File: config.mk
export PLATFORM = sky130hd
export DESIGN_NAME = temp_sensor_register_alarm
export DESIGN_NICKNAME = d
export VERILOG_FILES = /design/src/design/temp_sensor_pkg.sv /design/src/design/sync_stage.sv /design/src/design/temp_sensor_register_alarm.sv
export SDC_FILE = /design/constraint.sdc
export NUM_CORES = 1
export LEC_CHECK = 0
export ABC_AREA = 1
export BUFFER_PORTS_ARGS = -buffer_cell sky130_fd_sc_hd__buf_2
export CAP_MARGIN = 0
export CORE_MARGIN = 2
export CORE_UTILIZATION = 25
export DETAILED_ROUTE_END_ITERATION = 12
export HOLD_SLACK_MARGIN = 0.1
export MAX_ROUTING_LAYER = met4
export PLACE_DENSITY = 0.38
export SYNTH_ARGS = -nofsm -noshare
export SYNTH_HDL_FRONTEND = slang
export SYNTH_HIERARCHICAL = 1
export SYNTH_SLANG_ARGS = --single-unit
File: constraint.sdc
create_clock -name clock -period 4.1 [get_ports clock]
set_input_delay 0.82 -clock clock [delete_from_list [all_inputs] [get_ports clock]]
set_output_delay 0.82 -clock clock [all_outputs]
set_load 0.02 [all_outputs]
File: src/design/temp_sensor_pkg.sv
/*
 * Shared constants of the temperature sensor register and alarm block:
 * register selects, configuration fields, reset values, bus framing and
 * conversion timing. Assumes a 125 MHz system clock.
 */
package temp_sensor_pkg;

	// ------------------------------------------------------------------
	// Clock and conversion timing
	// ------------------------------------------------------------------
	localparam int CLK_MHZ = 125;
	localparam int CONV_TIME_US = 100;
	localparam int CONV_CYCLES = CONV_TIME_US * CLK_MHZ;

	// ------------------------------------------------------------------
	// Register select codes in the pointer's two low bits
	// ------------------------------------------------------------------
	localparam logic [1:0] SEL_TEMP = 2'h0;
	localparam logic [1:0] SEL_CFG = 2'h1;
	localparam logic [1:0] SEL_HYST = 2'h2;
	localparam logic [1:0] SEL_TOS = 2'h3;

	// ------------------------------------------------------------------
	// Configuration fields
	// ------------------------------------------------------------------
	localparam int CFG_SHUTDOWN = 0;
	localparam int CFG_INT_MODE = 1;
	localparam int CFG_POLARITY = 2;
	localparam int CFG_FAULT_LO = 3;
	localparam logic [7:0] CFG_WRITE_MASK = 8'h1F;

	// Consecutive readings needed for fault settings 0..3
	localparam logic [2:0] FAULT_N0 = 3'h1;
	localparam logic [2:0] FAULT_N1 = 3'h2;
	localparam logic [2:0] FAULT_N2 = 3'h4;
	localparam logic [2:0] FAULT_N3 = 3'h6;

	// ------------------------------------------------------------------
	// Reset values; temperatures are 9-bit, 0.5 degree per step
	// ------------------------------------------------------------------
	localparam logic [7:0] CFG_RESET = 8'h00;
	localparam logic [7:0] POINTER_RESET = 8'h00;
	localparam logic [8:0] TOS_RESET = 9'h0A0;
	localparam logic [8:0] HYST_RESET = 9'h096;
	localparam logic [8:0] TEMP_RESET = 9'h000;

	// ------------------------------------------------------------------
	// Serial bus framing
	// ------------------------------------------------------------------
	localparam logic [3:0] BUS_ADDR_FIXED = 4'h9;
	localparam logic [3:0] BITS_PER_BYTE = 4'h8;

	typedef enum logic [7:0] {
		S_IDLE = 8'h01,
		S_ADDR = 8'h02,
		S_ADDR_ACK = 8'h04,
		S_WR_BYTE = 8'h08,
		S_WR_ACK = 8'h10,
		S_RD_BYTE = 8'h20,
		S_RD_ACK = 8'h40,
		S_IGNORE = 8'h80
	} bus_state_t;

endpackage

File: src/design/sync_stage.sv
/*
 * Two flip-flop synchroniser for a group of asynchronous levels.
 * Assumes the inputs are slow levels; multi-bit groups must be static
 * or individually meaningful, as no coherence is given across bits.
 */
`timescale 1ns/10ps
module sync_stage #(
	parameter int WIDTH = 1
) (
	// System
	input wire logic clock,
	input wire logic sys_rst,
	// Levels
	input wire logic [WIDTH-1:0] async_in,
	output logic [WIDTH-1:0] sync_out
);

	logic [WIDTH-1:0] meta;

	always_ff @(posedge clock) begin
		if (sys_rst) begin
			meta <= '1;
			sync_out <= '1;
		end else begin
			meta <= async_in;
			sync_out <= meta;
		end
	end

endmodule // sync_stage

File: src/design/temp_sensor_register_alarm.sv
/*
 * Register file, serial target interface and alarm logic of a digital
 * temperature sensor. Assumes a converter front end that presents a
 * 9-bit two's complement reading on temp_sample in the clock domain,
 * and an open-drain data line resolved outside from sda_oe_n.
 */
// Behaviour
// - The temperature register cannot be written by the host.
// - The temperature register loads only when a conversion ends.
// - A host read aborts conversion, which restarts after the read.
// - Temperatures are 9-bit two's complement, sent MSB first.
// - The hysteresis limit is readable and writable by the host.
// - Config is 8 bits: D7-D5 zero, fault D4-D3, pol, mode, shutdown.
// - The alarm runs in interrupt or comparator mode per config.
// - In interrupt mode any host read deasserts the alarm.
// - In comparator mode the alarm holds until temp is below hyst.
// - The alarm pin is active high or low per the polarity bit.
// - An 8-bit pointer's two low bits select the data register.
// - Three address pins let eight devices share the bus.
// - A limit must be crossed on N consecutive readings to act.
// - In comparator mode the alarm asserts when temp exceeds tos.
// - In interrupt mode, re-arm on hyst; shutdown clears the alarm.
`timescale 1ns/10ps
module temp_sensor_register_alarm
	import temp_sensor_pkg::*;
#(
	parameter int CONV_LEN = CONV_CYCLES
) (
	// System
	input wire logic clock,
	input wire logic sys_rst,
	// Serial bus
	input wire logic scl,
	input wire logic sda_in,
	output logic sda_out,
	output logic sda_oe_n,
	// Straps and converter
	input wire logic [2:0] bus_address_select,
	input wire logic [8:0] temp_sample,
	// Alarm
	output logic alarm_pin
);

	// ------------------------------------------------------------------
	// Input synchronisation and bus events
	// ------------------------------------------------------------------
	logic [4:0] sync_q;
	logic scl_s, sda_s, scl_d, sda_d;
	logic scl_rise, scl_fall, start_cond, stop_cond;

	sync_stage #(.WIDTH(5)) u_sync (
		.clock(clock),
		.sys_rst(sys_rst),
		.async_in({scl, sda_in, bus_address_select}),
		.sync_out(sync_q)
	);

	assign scl_s = sync_q[4];
	assign sda_s = sync_q[3];

	always_ff @(posedge clock) begin
		if (sys_rst) begin
			scl_d <= 1'b1;
			sda_d <= 1'b1;
		end else begin
			scl_d <= scl_s;
			sda_d <= sda_s;
		end
	end

	assign scl_rise = scl_s && !scl_d;
	assign scl_fall = !scl_s && scl_d;
	assign start_cond = scl_s && scl_d && sda_d && !sda_s;
	assign stop_cond = scl_s && scl_d && !sda_d && sda_s;

	// ------------------------------------------------------------------
	// Byte framing
	// ------------------------------------------------------------------
	bus_state_t state;
	logic [3:0] bit_cnt;
	logic [7:0] shift_in;
	logic byte_end, addr_match, is_read, read_hit, read_busy;
	logic [1:0] byte_idx;

	assign byte_end = scl_fall && bit_cnt == BITS_PER_BYTE;
	assign addr_match = shift_in[7:1] == {BUS_ADDR_FIXED, sync_q[2:0]};
	assign read_hit = state == S_ADDR && byte_end && addr_match && shift_in[0];
	assign read_busy = is_read &&
		(state == S_ADDR_ACK || state == S_RD_BYTE || state == S_RD_ACK);

	always_ff @(posedge clock) begin
		if (sys_rst) begin
			state <= S_IDLE;
		end else if (start_cond) begin
			state <= S_ADDR;
		end else if (stop_cond) begin
			state <= S_IDLE;
		end else begin
			case (state)
				S_ADDR: if (byte_end) state <= addr_match ? S_ADDR_ACK : S_IGNORE;
				S_ADDR_ACK: if (scl_fall) state <= is_read ? S_RD_BYTE : S_WR_BYTE;
				S_WR_BYTE: if (byte_end) state <= S_WR_ACK;
				S_WR_ACK: if (scl_fall) state <= S_WR_BYTE;
				S_RD_BYTE: if (byte_end) state <= S_RD_ACK;
				// Host not-acknowledge ends the read
				S_RD_ACK: if (scl_fall) state <= shift_in[0] ? S_IGNORE : S_RD_BYTE;
				S_IDLE, S_IGNORE: state <= state;
				default: state <= S_IDLE;
			endcase
		end
	end

	always_ff @(posedge clock) begin
		if (sys_rst || start_cond) begin
			bit_cnt <= '0;
		end else if (scl_rise && (state == S_ADDR || state == S_WR_BYTE ||
				state == S_RD_BYTE)) begin
			bit_cnt <= bit_cnt + 4'h1;
		end else if (scl_fall && (state == S_ADDR_ACK || state == S_WR_ACK ||
				state == S_RD_ACK)) begin
			bit_cnt <= '0;
		end
	end

	// Bits arrive MSB first
	always_ff @(posedge clock) begin
		if (sys_rst) begin
			shift_in <= '0;
		end else if (scl_rise) begin
			shift_in <= {shift_in[6:0], sda_s};
		end
	end

	always_ff @(posedge clock) begin
		if (sys_rst) begin
			is_read <= 1'b0;
		end else if (state == S_ADDR && byte_end) begin
			is_read <= shift_in[0];
		end
	end

	// ------------------------------------------------------------------
	// Register file
	// ------------------------------------------------------------------
	logic [7:0] pointer;
	logic [7:0] cfg;
	logic [8:0] tos, hyst, temperature;
	logic [7:0] msb_hold;
	logic wr_end;

	assign wr_end = state == S_WR_BYTE && byte_end;

	always_ff @(posedge clock) begin
		if (sys_rst || start_cond) begin
			byte_idx <= '0;
		end else if (wr_end && byte_idx != 2'h2) begin
			byte_idx <= byte_idx + 2'h1;
		end
	end

	always_ff @(posedge clock) begin
		if (sys_rst) begin
			pointer <= POINTER_RESET;
			cfg <= CFG_RESET;
			tos <= TOS_RESET;
			hyst <= HYST_RESET;
			msb_hold <= '0;
		end else if (wr_end) begin
			if (byte_idx == 2'h0) begin
				pointer <= shift_in;
			end else if (byte_idx == 2'h1) begin
				msb_hold <= shift_in;
				if (pointer[1:0] == SEL_CFG) begin
					cfg <= shift_in & CFG_WRITE_MASK;
				end
			end else begin
				// Temperature selection falls through: writes are dropped
				case (pointer[1:0])
					SEL_TOS: tos <= {msb_hold, shift_in[7]};
					SEL_HYST: hyst <= {msb_hold, shift_in[7]};
					default: msb_hold <= msb_hold;
				endcase
			end
		end
	end

	// ------------------------------------------------------------------
	// Conversion timing
	// ------------------------------------------------------------------
	logic [31:0] conv_cnt;
	logic conv_done;

	// Held at zero during a read so the next result is a whole conversion
	always_ff @(posedge clock) begin
		if (sys_rst || read_busy || cfg[CFG_SHUTDOWN]) begin
			conv_cnt <= '0;
			conv_done <= 1'b0;
		end else if (conv_cnt == 32'(CONV_LEN - 1)) begin
			conv_cnt <= '0;
			conv_done <= 1'b1;
		end else begin
			conv_cnt <= conv_cnt + 32'h1;
			conv_done <= 1'b0;
		end
	end

	always_ff @(posedge clock) begin
		if (sys_rst) begin
			temperature <= TEMP_RESET;
		end else if (conv_done) begin
			temperature <= temp_sample;
		end
	end

	// ------------------------------------------------------------------
	// Read data and data line drive
	// ------------------------------------------------------------------
	logic rd_idx;
	logic [7:0] tx_shift, tx_byte;
	logic load_tx;
	logic [8:0] tx_word;

	always_comb begin
		case (pointer[1:0])
			SEL_TOS: tx_word = tos;
			SEL_HYST: tx_word = hyst;
			default: tx_word = temperature;
		endcase
		if (pointer[1:0] == SEL_CFG) begin
			tx_byte = cfg;
		end else if (rd_idx) begin
			tx_byte = {tx_word[0], 7'h00};
		end else begin
			tx_byte = tx_word[8:1];
		end
	end

	assign load_tx = scl_fall && ((state == S_ADDR_ACK && is_read) ||
		(state == S_RD_ACK && !shift_in[0]));

	always_ff @(posedge clock) begin
		if (sys_rst || start_cond) begin
			rd_idx <= 1'b0;
			tx_shift <= '0;
		end else if (load_tx) begin
			rd_idx <= !rd_idx;
			tx_shift <= {tx_byte[6:0], 1'b0};
		end else if (scl_fall && state == S_RD_BYTE) begin
			tx_shift <= {tx_shift[6:0], 1'b0};
		end
	end

	// Only ever pulls low; a high bit is a released line
	always_ff @(posedge clock) begin
		if (sys_rst || start_cond || stop_cond) begin
			sda_oe_n <= 1'b1;
		end else if (scl_fall) begin
			if (load_tx) begin
				sda_oe_n <= tx_byte[7];
			end else if (state == S_RD_BYTE && !byte_end) begin
				sda_oe_n <= tx_shift[7];
			end else if ((state == S_ADDR && byte_end && addr_match) ||
					wr_end) begin
				sda_oe_n <= 1'b0;
			end else begin
				sda_oe_n <= 1'b1;
			end
		end
	end

	always_ff @(posedge clock) begin
		sda_out <= 1'b0;
	end

	// ------------------------------------------------------------------
	// Alarm logic
	// ------------------------------------------------------------------
	logic hunt_low, alarm_active, shut_d;
	logic over, under, cond, alarm_event;
	logic [2:0] fault_cnt, fault_need;

	assign over = $signed(temp_sample) > $signed(tos);
	assign under = $signed(temp_sample) < $signed(hyst);
	assign cond = hunt_low ? under : over;

	always_comb begin
		case (cfg[CFG_FAULT_LO+:2])
			2'h0: fault_need = FAULT_N0;
			2'h1: fault_need = FAULT_N1;
			2'h2: fault_need = FAULT_N2;
			default: fault_need = FAULT_N3;
		endcase
	end

	assign alarm_event = conv_done && cond &&
		fault_cnt + 3'h1 >= fault_need;

	always_ff @(posedge clock) begin
		if (sys_rst || alarm_event || (conv_done && !cond)) begin
			fault_cnt <= '0;
		end else if (conv_done) begin
			fault_cnt <= fault_cnt + 3'h1;
		end
	end

	always_ff @(posedge clock) begin
		if (sys_rst) begin
			shut_d <= 1'b0;
		end else begin
			shut_d <= cfg[CFG_SHUTDOWN];
		end
	end

	// Each event flips the hunt; comparator follows it, interrupt latches
	always_ff @(posedge clock) begin
		if (sys_rst) begin
			hunt_low <= 1'b0;
			alarm_active <= 1'b0;
		end else if (alarm_event) begin
			hunt_low <= !hunt_low;
			if (cfg[CFG_INT_MODE]) begin
				alarm_active <= 1'b1;
			end else begin
				alarm_active <= !hunt_low;
			end
		end else if (cfg[CFG_INT_MODE] && (read_hit ||
				(cfg[CFG_SHUTDOWN] && !shut_d))) begin
			alarm_active <= 1'b0;
		end
	end

	always_ff @(posedge clock) begin
		if (sys_rst) begin
			alarm_pin <= 1'b1;
		end else begin
			alarm_pin <= cfg[CFG_POLARITY] ? alarm_active : !alarm_active;
		end
	end
endmodule // temp_sensor_register_alarm

Word-level counts from Yosys, hierarchy flattened
Index checks and enable logic that the tools add are counted.
Word-level totals
  logic and storage cells: 163
  output and inout port bits: 3
  input bits: 16
  flip-flop bits (word level): 126
Operators by class
  magnitude comparators: 3
  eq/ne operators: 31
  add/subtract/negate cells: 4
  reduce and logical (&&, ||, !) cells: 67
  bitwise operators: 3
  multiplexer cells: 29
Operators with widths (count)
  $mux W8: 12
  $pmux W8 S7: 1
  $add A32 B1 Y32 const B: 1
  $eq A32 B14 Y1 const B: 1
  $logic_and A1 B1 Y1: 26
  $ne A4 B4 Y1 const B: 6
  $pmux W9 S2: 1
  $logic_or A1 B1 Y1: 15
  $ne A2 B2 Y1 const B: 7
  $reduce_and A7 Y1: 2
  $reduce_and A4 Y1: 3
  $logic_not A1 Y1: 11
  $gt A9 B9 Y1: 1
  $lt A9 B9 Y1: 1
  $mux W1: 9
  $pmux W3 S3: 1
  $eq A8 B1 Y1 const B: 1
  $eq A8 B2 Y1 const B: 1
  $eq A8 B3 Y1 const B: 1
  $eq A8 B4 Y1 const B: 1
  $eq A8 B5 Y1 const B: 1
  $eq A8 B6 Y1 const B: 1
  $eq A8 B7 Y1 const B: 1
  $eq A8 B8 Y1 const B: 1
  other kinds (19): 31

Depth between registers and ports, before layout
  word-level depth: 10
  gate-level depth with buffers: 15
  gate-level depth less buffers: 15

Modules after synthesis
Netlist, hierarchy kept.
Modules (own cells, without submodules)
  temp_sensor_register_alarm: sequential area each 2322.2 µm², cells an instance 844, area each 5992.0 µm², times used 1
  sync_stage: sequential area each 200.2 µm², cells an instance 31, area each 279.0 µm², times used 1

Least setup slack after synthesis
No wires, ideal clock.
  path kind: input -> register
  start point: input temp_sample[8]
  end point: register fault_cnt[0]
  setup slack: 2045 ps
  cell stages on the path: 11
  required time: 3984 ps
  arrival time: 1940 ps
  path through: ha_1 > nand2_1 > inv_1 > a21oi_1 > nand3_1 > nand2_1 > nand3_1 > nand2_1 > nand2_1 > nand3_1 > nor2_1
On the way
  cells in the longest elaborated chain, start to end: 6
  elaborated cells between the ends (all ways): 9
RTL lines
  start, declared: line temp_sensor_register_alarm.sv:39  | input wire logic [8:0] temp_sample,
  $gt A9 B9 Y1 or $lt A9 B9 Y1 (tied branches): line temp_sensor_register_alarm.sv:282, temp_sensor_register_alarm.sv:283
  $mux W1 *: line temp_sensor_register_alarm.sv:284  | assign cond = hunt_low ? under : over;
  $logic_and A1 B1 Y1 (2 in series): line temp_sensor_register_alarm.sv:295  | assign alarm_event = conv_done && cond &&
  $logic_or A1 B1 Y1: line temp_sensor_register_alarm.sv:299  | if (sys_rst || alarm_event || (conv_done && !cond)) begin
  $logic_or A1 B1 Y1 *: line temp_sensor_register_alarm.sv:299
  end signal, assigned: line temp_sensor_register_alarm.sv:302  | fault_cnt <= fault_cnt + 3'h1;
  end, declared: line temp_sensor_register_alarm.sv:280  | logic [2:0] fault_cnt, fault_need;
Mark *: on every way between the ends. The rest lies on a longest branch, timed or not.
A chain may end at the register's enable or synchronous reset.

Worst setup path after layout
  start point: register conv_cnt[0]
  end point: register conv_cnt[30]
On the way
  cells in the longest elaborated chain, start to end: 2
  elaborated cells between the ends (all ways): 3
RTL lines
  start, declared: line temp_sensor_register_alarm.sv:190  | logic [31:0] conv_cnt;
  start signal, assigned: line temp_sensor_register_alarm.sv:202  | conv_cnt <= conv_cnt + 32'h1;
  branches (longest 2 deep; another with $add A32 B1 Y32)
Several ways; the timed one is not identified.

==> summary.txt <==
Status
  • Outcome: finished, final reports clean

Finish
  • Post-layout net count: between 900 and 1000
  • Fill count: between 2000 and 3000
  • Layout area overhead: 17.0%
  • Most common cell after layout, fill and taps aside: nand2_1
  • # diodes: 0
  • Most frequent cells in the layout: nand2_1 (168), inv_1 (129), dfxtp_1 (126), nor2_1 (100), a21oi_1 (72)
  • Fraction of layout cells with a size suffix above 1: between 8 and 9%

Synthesis
  • YS warnings: 6
  • Synth Instances: around 880
  • Flop and latch count out of synthesis: about 130
  • Yosys cell types: 38
  • Seq/Total Area, Yosys: about two fifths
  • Synth Net Count: 918
  • Syn Area/Cell: between 7 and 8 um^2
  • Post-Syn Area: 0.00627 mm^2

Critical path
  • Worst-path fanout max: 5
  • CP Class: flop to flop
  • Startpoint types: flop
  • Worst path required time: 4.40 ns
  • Nature of the critical path endpoint: flop
  • CP arrival: roughly 2.5 ns

Die
  • Core region area: between 0.02 and 0.025 mm^2
  • Die height: between 150 and 200 um
  • Initial Util: 25.6%
  • Io pins: 19
  • Die W: about 160 um
  • Full die area: around 0.026 mm^2
  • Row count: 57

STA
  • Slew Limit Fails: 0
  • Min setup slack post-route: just under 2 ns
  • Period utilization: 52.6%
  • Final Hold Viols: 0
  • Worst-Margin Slew: between 0.7 and 0.8 ns
  • Final setup violation count: 0
  • Setup TNS: 0 ns
  • Max Clock Skew: around 0.015 ns
  • Peak Freq: between 400 and 500 MHz
  • RSZ-0062 raised after global routing: no
  • Slew HR: 51.7%
  • Tmin final: between 2 and 2.5 ns

Route
  • Final ANT Viol Nets: 0
  • Router iterations before antenna repair: 5
  • Wire length per cell: 13.9 um
  • Initial DRC Count: ~310
  • Vias per inst: around 4.4
  • WL final: between 15000 and 20000 um
  • Drc violations: 0
  • Vias post-DR: 5439

CTS
  • Reg clk slew, reported paths: roughly 0.060 ns
  • Max H-tree Level: 4
  • Root Driver: clkbuf_16
  • TritonCTS clock tree: done
  • Cts hold-fix bufs: 0
  • Post-CTS Setup Inserts: 0
  • CTS Buf Count: 17
  • Post-cts gate resize count: 0
  • Worst skew pair latency: 0.42 ns
  • CTS sink cnt: between 100 and 150
  • CTS Buffer Depth: 2

Power and ir drop
  • Pwr dens: 421 mW/mm^2
  • Peak supply drop: around 0.21 mV
  • Leak pwr: 2.97 nW

GRT
  • Initial antenna violation count: 0
  • First-pass GRT wire length: ~28000 um
  • Vias in the first global route: about 5200
  • Total grt overflow: 0
  • Largest net degree at the start of global routing: 33
  • GR Util All Layers: between 10% and 20%

Placement
  • Post-Place Setup Slack: roughly 1.5 ns
  • Post-DP HPWL: 12800 um
  • Gpl congestion: between 0.8 and 0.9
  • Port buffer count: 17

Flow run
  • Number of max-cap violations: 0

Worst hold path
  • Tightest Hold Check Type: flop to flop
## state kept, by name, indices dropped and copies added (netlist names), 2 cells and up
| name | cells |
|---|---|
| tos | 9 |
| cfg | 5 |
| conv_cnt | 32 |
| pointer | 2 |
| u_sync/sync_out | 5 |
| u_sync/meta | 5 |
| state | 8 |
| temperature | 9 |
| tx_shift | 7 |
| bit_cnt | 4 |
| byte_idx | 2 |
| fault_cnt | 3 |
| shift_in | 8 |
| hyst | 9 |
| msb_hold | 8 |
## area by class of cell
cell class / instances / area, um^2 / share of cell area (%)
multi-input combinational: 595 / 3150 / 42.9
tap: 324 / 405 / 5.52
clock inverter: 14 / 203 / 2.76
sequential: 126 / 2520 / 34.4
clock buffer: 18 / 439 / 5.98
inverter: 136 / 512 / 6.97
timing repair buffer: 20 / 108 / 1.47
## Yosys cell counts
| cell | count | share of area (%) |
|---|---|---|
| nor3_1 | 15 | 1.2 |
| a311oi_1 | 1 | 0.14 |
| nor2_4 | 4 | 0.72 |
| nand3_2 | 1 | 0.16 |
| o21ai_0 | 58 | 4.6 |
| nor3b_1 | 1 | 0.12 |
| o221ai_1 | 6 | 0.84 |
| nand2_1 | 168 | 10 |
| o21a_1 | 2 | 0.24 |
| nand3b_1 | 2 | 0.24 |
| nor4_1 | 12 | 1.2 |
| inv_2 | 6 | 0.36 |
| o211ai_1 | 1 | 0.12 |
| or2_0 | 1 | 0.10 |
| ha_1 | 27 | 5.4 |
| xor2_1 | 19 | 2.7 |
| or2_2 | 1 | 0.10 |
| a21oi_1 | 72 | 5.7 |
| conb_1 | 1 | 0.060 |
| nand2_2 | 4 | 0.40 |
| o22ai_1 | 5 | 0.50 |
| a31oi_1 | 4 | 0.40 |
| clkbuf_1 | 10 | 0.60 |
| clkinv_2 | 1 | 0.080 |
| dfxtp_1 | 126 | 40 |
| buf_6 | 1 | 0.18 |
| inv_1 | 129 | 7.7 |
| nand4_4 | 1 | 0.34 |
| nor3_2 | 2 | 0.32 |
| nand3_1 | 44 | 3.5 |
| or2_1 | 1 | 0.10 |
| nand4_1 | 17 | 1.7 |
| xnor2_1 | 17 | 2.4 |
| buf_4 | 1 | 0.12 |
| nor2_2 | 6 | 0.60 |
| mux2i_1 | 2 | 0.32 |
| buf_2 | 6 | 0.48 |
| nor2_1 | 100 | 6.0 |
## per-stage QoR
stage                     hold slack [ns]  util, %  cells  instance area (um^2)  power (mW)
final                               0.401     30.0   1233                  7340        3.09
after floorplan                     0.380        -    875                  6270        1.40
after global routing                0.431     30.0   1233                  7340        3.22
after global placement              0.390     27.4   1201                  6700        1.45
after detailed placement            0.387     27.4   1201                  6700        1.45
after CTS                           0.402     30.0   1233                  7340        3.14
## power breakdown
part	switching (mW)	leakage, nW	internal, mW	total (mW)
sequential	0.0154	1.02	1.24	1.26
clock	0.617	0.318	1.05	1.66
combinational	0.111	1.63	0.0556	0.166
total	0.743	2.97	2.35	3.09
## routing by layer
layer	vias up	wire length [um]	GRT usage, %
met2	82	7460	20.6
met5	-	0	-
met3	16	585	3.57
li1	2873	-	-
met4	0	163	3.74
met1	2468	8980	19.5
## worst max-delay path, cell delays in order, from the launching register on
cell and delay [ns]:
dfxtp_1 0.40, ha_1 0.25, inv_1 0.10, nor2_2 0.20
nand2_2 0.12, nor4_1 0.56, nand2_1 0.15, xor2_1 0.17
inv_1 0.05, nor2_1 0.03
## path summary, 6_finish.rpt
kind / startpoint / to / slack (ns) / depth (start not counted)
worst max-delay path: conv_cnt[0] / conv_cnt[30] / 1.94 / 9
worst min-delay path: u_sync/meta[3] / u_sync/sync_out[3] / 0.40 / 2
worst max register to register: conv_cnt[0] / conv_cnt[30] / 1.94 / 9
worst min register to register: u_sync/meta[3] / u_sync/sync_out[3] / 0.40 / 2
## cell families after synthesis
kind of cell / after synthesis / synth area share, %
other: 1 / 0.0598
xor gates and xnor gates: 36 / 5.03
AOI/OAI and AO/OA: 149 / 12.6
and+or+nand+nor: 380 / 26.8
DFF: 126 / 40.2
muxes: 2 / 0.319
buffers and inverters: 154 / 9.54
adders and majority gates: 27 / 5.39
(Power assumes the default switching activity.)
